### config.mk
export PLATFORM = sky130hd
export DESIGN_NAME = motor_startup_config_regs
export DESIGN_NICKNAME = d
export VERILOG_FILES = /design/src/rtl/motor_cfg_pkg.sv /design/src/rtl/motor_startup_config_regs.sv /design/src/rtl/advance_time_calc.sv /design/src/rtl/cfg_decode.sv
export SDC_FILE = /design/constraint.sdc
export NUM_CORES = 1
export LEC_CHECK = 0
export ABC_AREA = 1
export BUFFER_PORTS_ARGS = -buffer_cell sky130_fd_sc_hd__buf_2
export CAP_MARGIN = 10
export CELL_PAD_IN_SITES_DETAIL_PLACEMENT = 0
export CELL_PAD_IN_SITES_GLOBAL_PLACEMENT = 1
export CORE_MARGIN = 2
export CORE_UTILIZATION = 25
export DETAILED_ROUTE_END_ITERATION = 8
export PLACE_DENSITY = 0.58
export SKIP_CTS_REPAIR_TIMING = 1
export SLEW_MARGIN = 20
export SYNTH_ARGS = -nofsm -noshare
export SYNTH_HDL_FRONTEND = slang
export SYNTH_SLANG_ARGS = --single-unit
export TNS_END_PERCENT = 20
### constraint.sdc
create_clock -name clk_in -period 5.5 [get_ports clk_in]
set_input_delay 0 -clock clk_in [delete_from_list [all_inputs] [get_ports clk_in]]
set_output_delay 0 -clock clk_in [all_outputs]
set_load 0.01 [all_outputs]
### src/rtl/motor_cfg_pkg.sv
/*
 * shared constants and types for the motor start-up configuration bank:
 * register indices and byte addresses, field layouts, reset values,
 * decode tables, timing constants and state encodings.
 * assumes a single 50 MHz clock and a 32-bit avalon-mm register bus.
 */
package motor_cfg_pkg;

   // ********************************************************************
   // timing
   // ********************************************************************
   localparam int CLK_NS      = 20;      // 50 MHz clock period
   localparam int ADV_UNIT_NS = 2500;    // advance step of 2.5 us
   localparam int ADV_UNIT_CYC = (ADV_UNIT_NS + CLK_NS - 1) / CLK_NS;
   localparam int MS_NS       = 1000000; // one millisecond
   localparam int MS_CYC      = MS_NS / CLK_NS;

   // ********************************************************************
   // register map (index times four is the byte address)
   // ********************************************************************
   localparam int         BUS_W    = 32;
   localparam int         ADDR_W   = 8;
   localparam logic [7:0] IDX_ADV  = 8'h22;
   localparam logic [7:0] IDX_OPT1 = 8'h23;
   localparam logic [7:0] IDX_OPT2 = 8'h24;
   localparam logic [7:0] ADDR_ADV  = {IDX_ADV[5:0], 2'b00};
   localparam logic [7:0] ADDR_OPT1 = {IDX_OPT1[5:0], 2'b00};
   localparam logic [7:0] ADDR_OPT2 = {IDX_OPT2[5:0], 2'b00};
   localparam logic [7:0] RST_ADV   = 8'h00;
   localparam logic [7:0] RST_OPT1  = 8'h00;
   localparam logic [7:0] RST_OPT2  = 8'h00;

   // ********************************************************************
   // field layouts
   // ********************************************************************
   typedef struct packed {
      logic       advance_method_select; // 0 fixed, 1 speed/supply based
      logic [2:0] shift;                 // advance_time_field shift count
      logic [3:0] sig;                   // advance_time_field significand
   } adv_reg_t;

   typedef struct packed {
      logic [1:0] stationary_threshold;
      logic [1:0] post_sense_advance_angle;
      logic       initial_speed_detect_enable;
      logic       reverse_drive_enable;
      logic [1:0] reverse_drive_threshold;
   } opt1_reg_t;

   typedef struct packed {
      logic [1:0] open_loop_current;
      logic [2:0] open_loop_ramp_rate;
      logic [2:0] brake_duration;
   } opt2_reg_t;

   typedef struct packed {
      adv_reg_t  adv;
      opt1_reg_t opt1;
      opt2_reg_t opt2;
   } cfg_t;

   // decoded operating parameters handed to the motor-control engine
   typedef struct packed {
      logic        advance_method_select;
      logic [17:0] advance_time_value;    // clock cycles
      logic [9:0]  stationary_ms;
      logic [6:0]  advance_angle_deg;
      logic        initial_speed_detect_enable;
      logic        reverse_drive_enable;
      logic [8:0]  reverse_thr_dhz;       // units of 0.1 Hz
      logic [4:0]  open_loop_current_da;  // units of 0.1 A
      logic [12:0] ramp_mvcc_s;           // units of 0.001 supply/s
      logic        brake_enable;
      logic [11:0] brake_ms;
   } decoded_t;

   // ********************************************************************
   // decode tables, entry 0 in the low slot
   // ********************************************************************
   localparam logic [3:0][9:0] STAT_MS_TBL =
      {10'h280, 10'h140, 10'h0a0, 10'h050};           // 640..80 ms
   localparam logic [3:0][6:0] ANGLE_TBL =
      {7'h78, 7'h5a, 7'h3c, 7'h1e};                   // 120..30 deg
   localparam logic [3:0][8:0] REV_THR_TBL =
      {9'h1fe, 9'h104, 9'h082, 9'h03f};               // 51..6.3 Hz
   localparam logic [3:0][4:0] CURR_TBL =
      {5'h10, 5'h08, 5'h04, 5'h02};                   // 1.6..0.2 A
   localparam logic [7:0][12:0] RAMP_TBL =
      {13'h0017, 13'h0046, 13'h00a0, 13'h0154,
       13'h02bc, 13'h05dc, 13'h0bb8, 13'h1770};       // 0.023..6
   localparam logic [7:0][11:0] BRAKE_TBL =
      {12'h028, 12'h050, 12'h0a0, 12'h14a,
       12'h29e, 12'h514, 12'ha8c, 12'h000};           // 0.04..2.7 s
   localparam logic [2:0] BRAKE_OFF = 3'h0;

   // ********************************************************************
   // state encodings
   // ********************************************************************
   typedef enum logic [1:0] {
      BUS_IDLE = 2'b01,
      BUS_ACK  = 2'b10
   } bus_state_t;

   typedef enum logic [2:0] {
      BRK_IDLE = 3'b001,
      BRK_RUN  = 3'b010,
      BRK_DONE = 3'b100
   } brake_state_t;

endpackage

### src/rtl/motor_startup_config_regs.sv
/*
 * motor start-up configuration bank: three 8-bit registers on an
 * avalon-mm slave with waitrequest, their decoded values, and the small
 * timers that apply them (stationary judgement, braking time, fixed
 * commutation advance, reverse/brake speed threshold).
 * assumes one 50 MHz clock, all inputs synchronous to it, and an
 * avalon master that holds its request until waitrequest is low.
 */
// Chosen here: the Avalon-MM interface to the registers.
// Behaviour
// - bit 7 of advance register: 0 fixed advance time, 1 speed/supply based
// - advance time is 2.5 us times significand shifted by shift count
// - stationary threshold codes give 80, 160, 320, 640 ms without crossing
// - post-sense advance angle codes give 30, 60, 90, 120 degrees
// - initial speed detection runs only when its enable bit is one
// - reverse drive happens only when its enable bit is one
// - reverse/brake speed threshold codes give 6.3, 13, 26, 51 Hz
// - open-loop current codes give 0.2, 0.4, 0.8, 1.6 A
// - open-loop ramp codes give 6 down to 0.023 supply per second
// - brake code 0 disables braking, others give 2.7 s down to 0.04 s
`timescale 1ns/1ps
module motor_startup_config_regs #(
   parameter int MS_CYCLES = motor_cfg_pkg::MS_CYC
) (
   input  wire logic                         clk_in,
   input  wire logic                         resetn_in,
   input  wire logic [motor_cfg_pkg::ADDR_W-1:0] address_in,
   input  wire logic                         read_in,
   input  wire logic                         write_in,
   input  wire logic [motor_cfg_pkg::BUS_W-1:0]  writedata_in,
   input  wire logic [3:0]                   byteenable_in,
   output logic [motor_cfg_pkg::BUS_W-1:0]   readdata_out,
   output logic                              waitrequest_out,
   input  wire logic                         zero_cross_in,
   input  wire logic [15:0]                  speed_dhz_in,
   input  wire logic                         brake_start_in,
   input  wire logic                         commutate_in,
   output motor_cfg_pkg::decoded_t           cfg_out,
   output logic                              stationary_out,
   output logic                              reverse_drive_req_out,
   output logic                              brake_req_out,
   output logic                              brake_active_out,
   output logic                              brake_done_out,
   output logic                              advance_fire_out
);
   import motor_cfg_pkg::*;

   // ********************************************************************
   // state of the whole block
   // ********************************************************************
   typedef struct packed {
      cfg_t         cfg;
      decoded_t     dec;
      bus_state_t   bus;
      logic         waitreq;
      logic [31:0]  rdata;
      logic [15:0]  ms_div;
      logic         ms_tick;
      logic [9:0]   stat_ms;
      logic         stationary;
      brake_state_t brk;
      logic [11:0]  brk_ms;
      logic         brk_active;
      logic         brk_done;
      logic [17:0]  adv_cnt;
      logic         adv_busy;
      logic         adv_fire;
      logic         rev_req;
      logic         brk_req;
   } state_t;

   localparam logic [15:0] MS_LAST = 16'(MS_CYCLES - 1);
   localparam logic [9:0]  MS_ONE  = 10'h001;
   localparam logic [11:0] BRK_ONE = 12'h001;
   localparam logic [17:0] ADV_ONE = 18'h0_0001;

   state_t      state_r;
   state_t      state_nxt;
   logic [17:0] adv_cycles;
   decoded_t    dec_comb;

   // ********************************************************************
   // register decode shared by the read and write paths
   // ********************************************************************
   function automatic logic [1:0] reg_sel(input logic [7:0] addr);
      logic [1:0] sel;
      sel = 2'h0;
      case (addr)
         ADDR_ADV:  sel = 2'h1;
         ADDR_OPT1: sel = 2'h2;
         ADDR_OPT2: sel = 2'h3;
         default:   sel = 2'h0;
      endcase
      return sel;
   endfunction

   // ********************************************************************
   // field arithmetic and decoding
   // ********************************************************************
   advance_time_calc u_adv (
      .adv_in     (state_r.cfg.adv),
      .cycles_out (adv_cycles)
   );

   cfg_decode u_dec (
      .cfg_in        (state_r.cfg),
      .adv_cycles_in (adv_cycles),
      .dec_out       (dec_comb)
   );

   // ********************************************************************
   // next-state logic
   // ********************************************************************
   always_comb begin
      state_nxt = state_r;

      // decoded parameters follow the stored fields one cycle later
      state_nxt.dec = dec_comb;

      // bus slave: one wait cycle, then a single answer cycle
      case (state_r.bus)
         BUS_IDLE: begin
            state_nxt.waitreq = 1'b1;
            if (read_in || write_in) begin
               case (reg_sel(address_in))
                  2'h1:    state_nxt.rdata = {24'h00_0000, state_r.cfg.adv};
                  2'h2:    state_nxt.rdata = {24'h00_0000, state_r.cfg.opt1};
                  2'h3:    state_nxt.rdata = {24'h00_0000, state_r.cfg.opt2};
                  default: state_nxt.rdata = 32'h0000_0000;
               endcase
               state_nxt.waitreq = 1'b0;
               state_nxt.bus     = BUS_ACK;
            end
         end
         BUS_ACK: begin
            // write takes effect at the edge the master sees no wait
            if (write_in && byteenable_in[0]) begin
               case (reg_sel(address_in))
                  2'h1:    state_nxt.cfg.adv  = writedata_in[7:0];
                  2'h2:    state_nxt.cfg.opt1 = writedata_in[7:0];
                  2'h3:    state_nxt.cfg.opt2 = writedata_in[7:0];
                  default: state_nxt.cfg      = state_r.cfg;
               endcase
            end
            state_nxt.waitreq = 1'b1;
            state_nxt.bus     = BUS_IDLE;
         end
         default: begin
            state_nxt.waitreq = 1'b1;
            state_nxt.bus     = BUS_IDLE;
         end
      endcase

      // millisecond tick for the slow timers
      state_nxt.ms_tick = 1'b0;
      if (state_r.ms_div >= MS_LAST) begin
         state_nxt.ms_div  = 16'h0000;
         state_nxt.ms_tick = 1'b1;
      end else begin
         state_nxt.ms_div = state_r.ms_div + 16'h0001;
      end

      // stationary judgement: time since last zero crossing
      if (!state_r.dec.initial_speed_detect_enable) begin
         state_nxt.stat_ms    = 10'h000;
         state_nxt.stationary = 1'b0;
      end else if (zero_cross_in) begin
         state_nxt.stat_ms    = 10'h000;
         state_nxt.stationary = 1'b0;
      end else begin
         if (state_r.ms_tick &&
             state_r.stat_ms < state_r.dec.stationary_ms) begin
            state_nxt.stat_ms = state_r.stat_ms + MS_ONE;
         end
         state_nxt.stationary =
            (state_r.stat_ms >= state_r.dec.stationary_ms);
      end

      // speed at or above threshold asks for reverse drive, or for braking when reverse is off and braking is enabled
      state_nxt.rev_req = state_r.dec.reverse_drive_enable &&
         (speed_dhz_in >= 16'(state_r.dec.reverse_thr_dhz));
      state_nxt.brk_req = !state_r.dec.reverse_drive_enable &&
         state_r.dec.brake_enable &&
         (speed_dhz_in >= 16'(state_r.dec.reverse_thr_dhz));

      // braking timer
      state_nxt.brk_done = 1'b0;
      case (state_r.brk)
         BRK_IDLE: begin
            if (brake_start_in && state_r.dec.brake_enable) begin
               state_nxt.brk_ms     = state_r.dec.brake_ms;
               state_nxt.brk_active = 1'b1;
               state_nxt.brk        = BRK_RUN;
            end
         end
         BRK_RUN: begin
            if (state_r.ms_tick) begin
               if (state_r.brk_ms <= BRK_ONE) begin
                  state_nxt.brk_ms     = 12'h000;
                  state_nxt.brk_active = 1'b0;
                  state_nxt.brk_done   = 1'b1;
                  state_nxt.brk        = BRK_DONE;
               end else begin
                  state_nxt.brk_ms = state_r.brk_ms - BRK_ONE;
               end
            end
         end
         BRK_DONE: begin
            state_nxt.brk = BRK_IDLE;
         end
         default: begin
            state_nxt.brk_active = 1'b0;
            state_nxt.brk        = BRK_IDLE;
         end
      endcase

      // fixed commutation advance: delay a commutation by the set time
      state_nxt.adv_fire = 1'b0;
      if (commutate_in && !state_r.dec.advance_method_select) begin
         if (state_r.dec.advance_time_value == 18'h0_0000) begin
            state_nxt.adv_fire = 1'b1;
            state_nxt.adv_busy = 1'b0;
         end else begin
            state_nxt.adv_cnt  = state_r.dec.advance_time_value;
            state_nxt.adv_busy = 1'b1;
         end
      end else if (state_r.adv_busy) begin
         if (state_r.adv_cnt <= ADV_ONE) begin
            state_nxt.adv_cnt  = 18'h0_0000;
            state_nxt.adv_busy = 1'b0;
            state_nxt.adv_fire = 1'b1;
         end else begin
            state_nxt.adv_cnt = state_r.adv_cnt - ADV_ONE;
         end
      end
      // variable mode hands timing to the engine; drop pending work
      if (state_r.dec.advance_method_select) begin
         state_nxt.adv_busy = 1'b0;
         state_nxt.adv_fire = 1'b0;
      end
   end

   // ********************************************************************
   // state register
   // ********************************************************************
   always_ff @(posedge clk_in or negedge resetn_in) begin
      if (!resetn_in) begin
         state_r            <= '0;
         state_r.cfg.adv    <= RST_ADV;
         state_r.cfg.opt1   <= RST_OPT1;
         state_r.cfg.opt2   <= RST_OPT2;
         state_r.bus        <= BUS_IDLE;
         state_r.waitreq    <= 1'b1;
         state_r.brk        <= BRK_IDLE;
      end else begin
         state_r <= state_nxt;
      end
   end

   // ********************************************************************
   // outputs, all straight from the state register
   // ********************************************************************
   assign readdata_out          = state_r.rdata;
   assign waitrequest_out       = state_r.waitreq;
   assign cfg_out               = state_r.dec;
   assign stationary_out        = state_r.stationary;
   assign reverse_drive_req_out = state_r.rev_req;
   assign brake_req_out         = state_r.brk_req;
   assign brake_active_out      = state_r.brk_active;
   assign brake_done_out        = state_r.brk_done;
   assign advance_fire_out      = state_r.adv_fire;

endmodule

### src/rtl/advance_time_calc.sv
/*
 * converts the packed advance delay field into a count of clock cycles.
 * assumes the field is stable while used; purely combinational.
 */
`timescale 1ns/1ps
module advance_time_calc (
   input  wire motor_cfg_pkg::adv_reg_t adv_in,
   output logic [17:0]                  cycles_out
);
   import motor_cfg_pkg::*;

   logic [10:0] steps;

   // ********************************************************************
   // significand shifted by the shift count, times the 2.5 us step
   // ********************************************************************
   always_comb begin
      steps      = 11'(adv_in.sig) << adv_in.shift;
      cycles_out = 18'(32'(steps) * ADV_UNIT_CYC);
   end

endmodule

### src/rtl/cfg_decode.sv
/*
 * decodes the three configuration registers into operating values.
 * assumes its inputs come from flip-flops; purely combinational.
 */
`timescale 1ns/1ps
module cfg_decode (
   input  wire motor_cfg_pkg::cfg_t cfg_in,
   input  wire logic [17:0]         adv_cycles_in,
   output motor_cfg_pkg::decoded_t  dec_out
);
   import motor_cfg_pkg::*;

   // ********************************************************************
   // table lookups per field
   // ********************************************************************
   always_comb begin
      dec_out = '0;
      dec_out.advance_method_select =
         cfg_in.adv.advance_method_select;
      dec_out.advance_time_value = adv_cycles_in;
      dec_out.stationary_ms =
         STAT_MS_TBL[cfg_in.opt1.stationary_threshold];
      dec_out.advance_angle_deg =
         ANGLE_TBL[cfg_in.opt1.post_sense_advance_angle];
      dec_out.initial_speed_detect_enable =
         cfg_in.opt1.initial_speed_detect_enable;
      dec_out.reverse_drive_enable =
         cfg_in.opt1.reverse_drive_enable;
      dec_out.reverse_thr_dhz =
         REV_THR_TBL[cfg_in.opt1.reverse_drive_threshold];
      dec_out.open_loop_current_da =
         CURR_TBL[cfg_in.opt2.open_loop_current];
      dec_out.ramp_mvcc_s =
         RAMP_TBL[cfg_in.opt2.open_loop_ramp_rate];
      dec_out.brake_enable =
         (cfg_in.opt2.brake_duration != BRAKE_OFF);
      dec_out.brake_ms = BRAKE_TBL[cfg_in.opt2.brake_duration];
   end

endmodule

==> flow_summary_export.csv, run 1 <==
group,metric,value,unit
timing,fin_crit,4.87,ns
routing,drt.antenna.violating_nets,0,
clocking,htree_levels,4,
final_layout,syn_to_final_growth,11.6,%
setup_path,cp_slowest_cell,"fa_1",
setup_path,crit_fanout,7,
clocking,cts.path.max_buffers,2,
final_layout,nets,1628,
place,port_buffers,125,
grt,grt_pass1_wl,43.9,mm
yosys,syn_inst,1388,
grt,antenna_found_initial,1,
timing,tightest_slew,0.997,ns
floorplan,core,44300,um^2
floorplan,initial_core_util,25.4,%
floorplan,io_pins,184,
setup_path,slowest_delay,0.65,ns
place,dp_slack,0.554,ns
routing,post_drt_wl_per_cell,12.9,um
place,dp_hpwl,20.4,mm
place,placedCellCount,2009,
timing,max-slew-margin-rel,32.8,%
final_layout,final_area,12600,um^2
clocking,ctsRootBufferMaster,"clkbuf_16",
routing,drtPass1Iterations,5,
floorplan,die_y,216,um
final_layout,fillers,4891,
timing,finalHoldViolCount,0,
routing,wl_met2,13.1,mm
clocking,path_clk_slew,0.08,ns
timing,timing.hold.ws,0.0149,ns
place,placed_area,11800,um^2
final_layout,final_common_cell,"nand2_1",
routing,drt_iter0_drc,321,
routing,routed_via_density,4.06,
yosys,synth-edff-count,0,
yosys,netlist_area,11200,um^2
yosys,syn_area_per_cell,8.10,um^2
yosys,synthArstFlopShare,100,%
timing,fmax,205,MHz
final_layout,stdcell_count,2057,
place,gp_congestion,0.803,
clocking,cts_buffers,17,
yosys,yosys_warnings,0,
yosys,synth_cell_types,47,
timing,setup_slack,0.627,ns
routing,wl_met3,862,um
hold_path,min-delay-path-class,"in -> reg",
pwr,p_leak,6.64,nW
flow_run,cap_violations,0,
yosys,synth_ff_type,"dfrtp_1",
setup_path,cp-end-kind,"register",
timing,final.setup.tns,0,ns
grt,overflow,0,
clocking,cts_tree,"yes",
pwr,p_total,3.29,mW
timing,finClkSkew,0.0130,ns
yosys,ys_seq_elements,170,
yosys,seq_area_frac_synth,37.9,%
pwr,powerDensity,262,nW/um^2
floorplan,die_area,46700,um^2
setup_path,required,5.83,ns
setup_path,cp-start-kind,"register",
routing,routed_wl,26.5,mm
setup_path,arrival,5.20,ns
routing,routed.top_layer,"met4",
grt,grt_use_total,11.8,%
routing,wl_met1,12.2,mm
grt,grt_pass1_vias,8399,
timing,finalCritPeriodShare,88.6,%
routing,route.detailed.drc,0,
final_layout,final_cell_mix,"305 x nand2_1, 201 x inv_1, 167 x dfrtp_1",
final_layout,finalCoreUtilization,28.3,%
floorplan,row_count,77,
final_layout,drive_gt1_share,13.9,%
clocking,clock-sinks,170,
timing,slew_viol_final,0,
run_status,outcome,"completed",
pwr,peakVddDrop,0.000121,V
setup_path,path_class,"reg -> reg",
routing,vias,8354,
setup_path,cp_cell_sequence,"or2_2, o21ai_0, nor2_1, nand2_1, o21ai_0, fa_1, inv_1, fa_1, inv_1, fa_1, inv_1, fa_1, inv_1, ha_1, a21o_1, nand2_1, nand2_1, a21oi_1, nand2_1, nand2_1, nand2_1",
timing,finalSetupViolCount,0,
floorplan,die_width,216,um
clocking,insertion_delay,0.44,ns
setup_path,critPathMostFrequentCell,"nand2_1",
timing,rsz0062_at_grt,"false",
grt,grt_max_degree,110,
[critical path, delay by kind of cell, from the launching register on]
| family | cells | cell delay, ns |
|---|---|---|
| adders and majority gates | 5 | 2.48 |
| AOI/OAI and AO/OA | 4 | 0.89 |
| and+or+nand+nor | 8 | 0.76 |
| DFF | 1 | 0.45 |
| buffers and inverters | 4 | 0.19 |
[per-layer routing]
metal / GRT usage (%) / vias to the layer above
li1: - / 4295
met1: 15.0 / 3937
met4: 2.90 / 0
met3: 2.29 / 17
met2: 20.7 / 105
met5: 0 / -
[area by class of cell]
type | count | area (um^2) | share of cell area (%)
Multi-Input combinational cell | 912 | 5370 | 42.8
Sequential cell | 170 | 4260 | 33.9
Timing Repair Buffer | 144 | 815 | 6.49
Inverter | 206 | 776 | 6.18
Tap cell | 592 | 741 | 5.90
Clock buffer | 20 | 457 | 3.64
Clock inverter | 12 | 139 | 1.11
Antenna cell | 1 | 2.50 | 0.0199
[worst paths after layout]
check,start,endpoint,slack (ns),cells past startpoint
max in group asynchronous,resetn_in,state_r[192],3.80,3
hold reg to reg,state_r[190],cfg_out[40],0.40,0
min in group asynchronous,resetn_in,cfg_out[16],0.21,2
setup reg to reg,state_r[200],cfg_out[76],0.63,21
setup / recovery,state_r[200],cfg_out[76],0.63,21
hold / removal,speed_dhz_in[14],reverse_drive_req_out,0.01,7
[synth_stat cells (2+ instances only)]
library cell,instances,area (um^2)
buf_6,5,56.3
nand2_2,7,43.8
clkinv_1,2,7.51
o21bai_1,5,37.5
buf_4,113,848
nor3b_1,2,15.0
inv_2,2,7.51
fa_1,32,641
a21oi_1,19,95.1
nor2_1,151,567
buf_2,6,30.0
xnor2_1,9,78.8
xor2_1,28,245
o21ai_0,46,230
a21o_1,2,15.0
nor2_2,11,68.8
nand3b_1,2,15.0
nor3_1,6,30.0
a21oi_2,8,70.1
and2_1,5,31.3
clkbuf_1,5,18.8
nand2_1,305,1140
a21oi_4,2,32.5
inv_1,201,754
o21ai_1,13,65.1
ha_1,78,976
nor3_4,2,32.5
dfrtp_1,167,4180
nand4_1,12,75.1
dfstp_2,3,78.8
conb_1,2,7.51
nand3_1,122,611
[flip-flops by register name, indices dropped and copies added, names as in the netlist]
name                   flops
state_r                   87
cfg_out                   68
readdata_out               8
waitrequest_out            1
advance_fire_out           1
reverse_drive_req_out      1
brake_req_out              1
brake_done_out             1
stationary_out             1
brake_active_out           1
[where the power goes]
part	switching, mW	leakage, nW	internal (mW)
logic	0.415	4.17	0.214
clock network	0.552	0.279	0.698
registers	0.0809	2.19	1.33
total	1.05	6.64	2.25
[logic make-up after synthesis]
kind of cell,share of synthesized area (%)
AOI/OAI and AO/OA,5.05
DFF,37.9
other,0.0668
xor gates and xnor gates,2.88
buffers and inverters,15.4
and+or+nand+nor,24.4
adders and majority gates,14.4
Note: power is estimated with default switching activity, not from simulation.
==> run 2, diff against run 1 <==
- ABC_AREA: 1 -> not set
- CORE_ASPECT_RATIO: not set -> 0.9
- PLACE_DENSITY: 0.58 -> 0.57
==> flow_summary_export.csv, run 2 <==
group,metric,value,unit
yosys,synthArstFlopShare,100,%
run_status,outcome,"finished, violations left",
place,gp_congestion,0.788,
floorplan,die_y,198,um
timing,slew_viol_final,0,
flow_run,cap_violations,0,
timing,fin_crit,5.12,ns
timing,max-slew-margin-rel,28.2,%
routing,wl_met3,1.14,mm
floorplan,die_width,220,um
final_layout,largest_reg_flops,87,
yosys,synth_cell_types,67,
yosys,synth-edff-count,0,
setup_path,cp-start-kind,"register",
yosys,yosys-top-cells-area,"dfrtp_1 40%, ha_1 9.3%, buf_4 7.9%",
yosys,synthDominantCellAreaShare,39.8,%
clocking,cts.path.max_buffers,2,
routing,drtPass1Iterations,8,
timing,fmax,195,MHz
timing,rsz0062_at_grt,"false",
timing,finalCritPeriodShare,93.0,%
grt,antenna_found_initial,2,
routing,wl_met1,12.3,mm
routing,routed_wl,25.8,mm
setup_path,required,5.88,ns
place,dp_slack,0.292,ns
clocking,cts_buffers,17,
timing,finClkSkew,0.00919,ns
final_layout,drive_gt1_share,18.3,%
clocking,cts_tree,"yes",
pwr,p_leak,5.68,nW
place,port_buffers,125,
timing,timing.hold.ws,-0.0223,ns
routing,drt_iter0_drc,457,
place,placed_area,11100,um^2
routing,routed.top_layer,"met5",
place,dp_hpwl,19.4,mm
setup_path,arrival,5.50,ns
routing,drt.antenna.violating_nets,0,
floorplan,initial_core_util,25.2,%
floorplan,die_area,43600,um^2
routing,vias,7549,
grt,grt_pass1_vias,7382,
routing,routed_via_density,4.50,
floorplan,io_pins,184,
timing,setup_slack,0.382,ns
clocking,clock-sinks,170,
grt,grt_pass1_wl,40.9,mm
timing,tightest_slew,1.07,ns
clocking,insertion_delay,0.45,ns
run_status,violations,"negative hold slack",
yosys,synth_ff_type,"dfrtp_1",
pwr,peakVddDrop,0.000223,V
final_layout,fillers,4438,
yosys,syn_area_per_cell,9.97,um^2
setup_path,crit_fanout,6,
yosys,netlist_area,10500,um^2
clocking,htree_levels,4,
setup_path,path_class,"reg -> reg",
final_layout,n_antenna_cell,0,
clocking,ctsRootBufferMaster,"clkbuf_16",
clocking,path_clk_slew,0.07,ns
final_layout,regMostFlops,"state_r",
yosys,synth_top_cell_by_area,"dfrtp_1",
setup_path,cp-end-kind,"register",
yosys,syn_inst,1053,
pwr,powerDensity,283,nW/um^2
final_layout,final_area,11800,um^2
final_layout,final_cell_mix,"167 x dfrtp_1, 124 x buf_2, 103 x inv_1",
timing,finalHoldViolCount,1,
hold_path,min-delay-path-class,"in -> reg",
routing,post_drt_wl_per_cell,15.3,um
final_layout,syn_to_final_growth,12.5,%
final_layout,final_common_cell,"dfrtp_1",
yosys,ys_seq_elements,170,
yosys,seq_area_frac_synth,40.6,%
grt,grt_use_total,12.1,%
yosys,yosysMostFrequentCell,"dfrtp_1",
routing,route.detailed.drc,0,
timing,finalSetupViolCount,0,
grt,grt_max_degree,69,
floorplan,row_count,71,
final_layout,nets,1296,
routing,wl_met2,11.8,mm
yosys,yosys_warnings,0,
yosys,ys_top_cells_by_count,"167 x dfrtp_1, 111 x buf_4, 103 x inv_1",
grt,overflow,0,
floorplan,core,41600,um^2
timing,final.setup.tns,0,ns
-- run 2: changes by cell type after synthesis, sizes merged, moves of 16 or more --
cell   previous run  this run
nor4              1        18
xor2             28        11
inv             204       103
nor2            164        72
nor3              9        30
nand3           123        24
nand2           313        56
mux2              0        16
-- run 2: cell families (layout without fill, tap and decap cells) --
kind of cell    Yosys count  in the layout  share of synthesized area [%]
fa+ha+maj               110            110                           15.4
other cells               2             32                         0.0715
flops                   170            170                           40.6
mux                      20             20                           2.10
simple gates            284            284                           13.8
xor+xnor                 29             29                           2.42
buf+inv                 238            287                           12.6
compound gates          200            200                           13.1
-- run 2: final timing paths --
path	start	depth (start not counted)	endpoint	slack, ns
setup / recovery	state_r[200]	19	cfg_out[76]	0.38
hold / removal	brake_start_in	3	brake_active_out	-0.02
setup reg to reg	state_r[200]	19	cfg_out[76]	0.38
hold reg to reg	state_r[203]	0	cfg_out[77]	0.41
max in group asynchronous	resetn_in	3	stationary_out	4.15
min in group asynchronous	resetn_in	2	state_r[20]	0.07
-- run 2: cell type report --
type	count	area, um^2	share of cell area (%)
sequential	170	4260	36.1
clock buffer	18	429	3.63
inverter	103	387	3.27
multi-input combinational	675	5050	42.7
tap	547	684	5.80
timing repair buffer	152	870	7.36
clock inverter	14	134	1.13
-- run 2: report_power, final --
part           total (mW)  leakage (nW)  internal, mW  switching (mW)
logic               0.690          3.27         0.265           0.425
registers            1.48          2.14          1.37           0.118
clock network        1.17         0.273         0.600           0.570
-- run 2: per-layer routing --
layer / vias up / GRT usage (%)
li1: 3640 / -
met1: 3744 / 16.8
met2: 141 / 18.4
met3: 22 / 3.01
met4: 2 / 4.15
met5: - / 0
-- run 2: metrics by stage --
stage / cells / utilization (%) / power [mW]
after floorplan: 1083 / - / 1.99
after global placement: 1634 / 26.7 / 2.18
after detailed placement: 1634 / 26.7 / 2.18
after CTS: 1666 / 28.1 / 3.39
after global routing: 1679 / 28.4 / 3.56
final: 1679 / 28.4 / 3.35
-- run 2: critical path: stages (launching register included) --
cell,delay [ns]
dfrtp_1,0.41
nand2b_1,0.17
nand2_1,0.12
nor2_1,0.11
a21oi_1,0.06
a32o_1,0.32
fa_1,0.56
inv_1,0.05
fa_1,0.50
inv_1,0.05
fa_1,0.49
inv_1,0.05
fa_1,0.50
inv_1,0.04
ha_1,0.34
a2111oi_2,0.35
o21ai_1,0.13
and4_1,0.23
or4_1,0.46
nand3_1,0.09
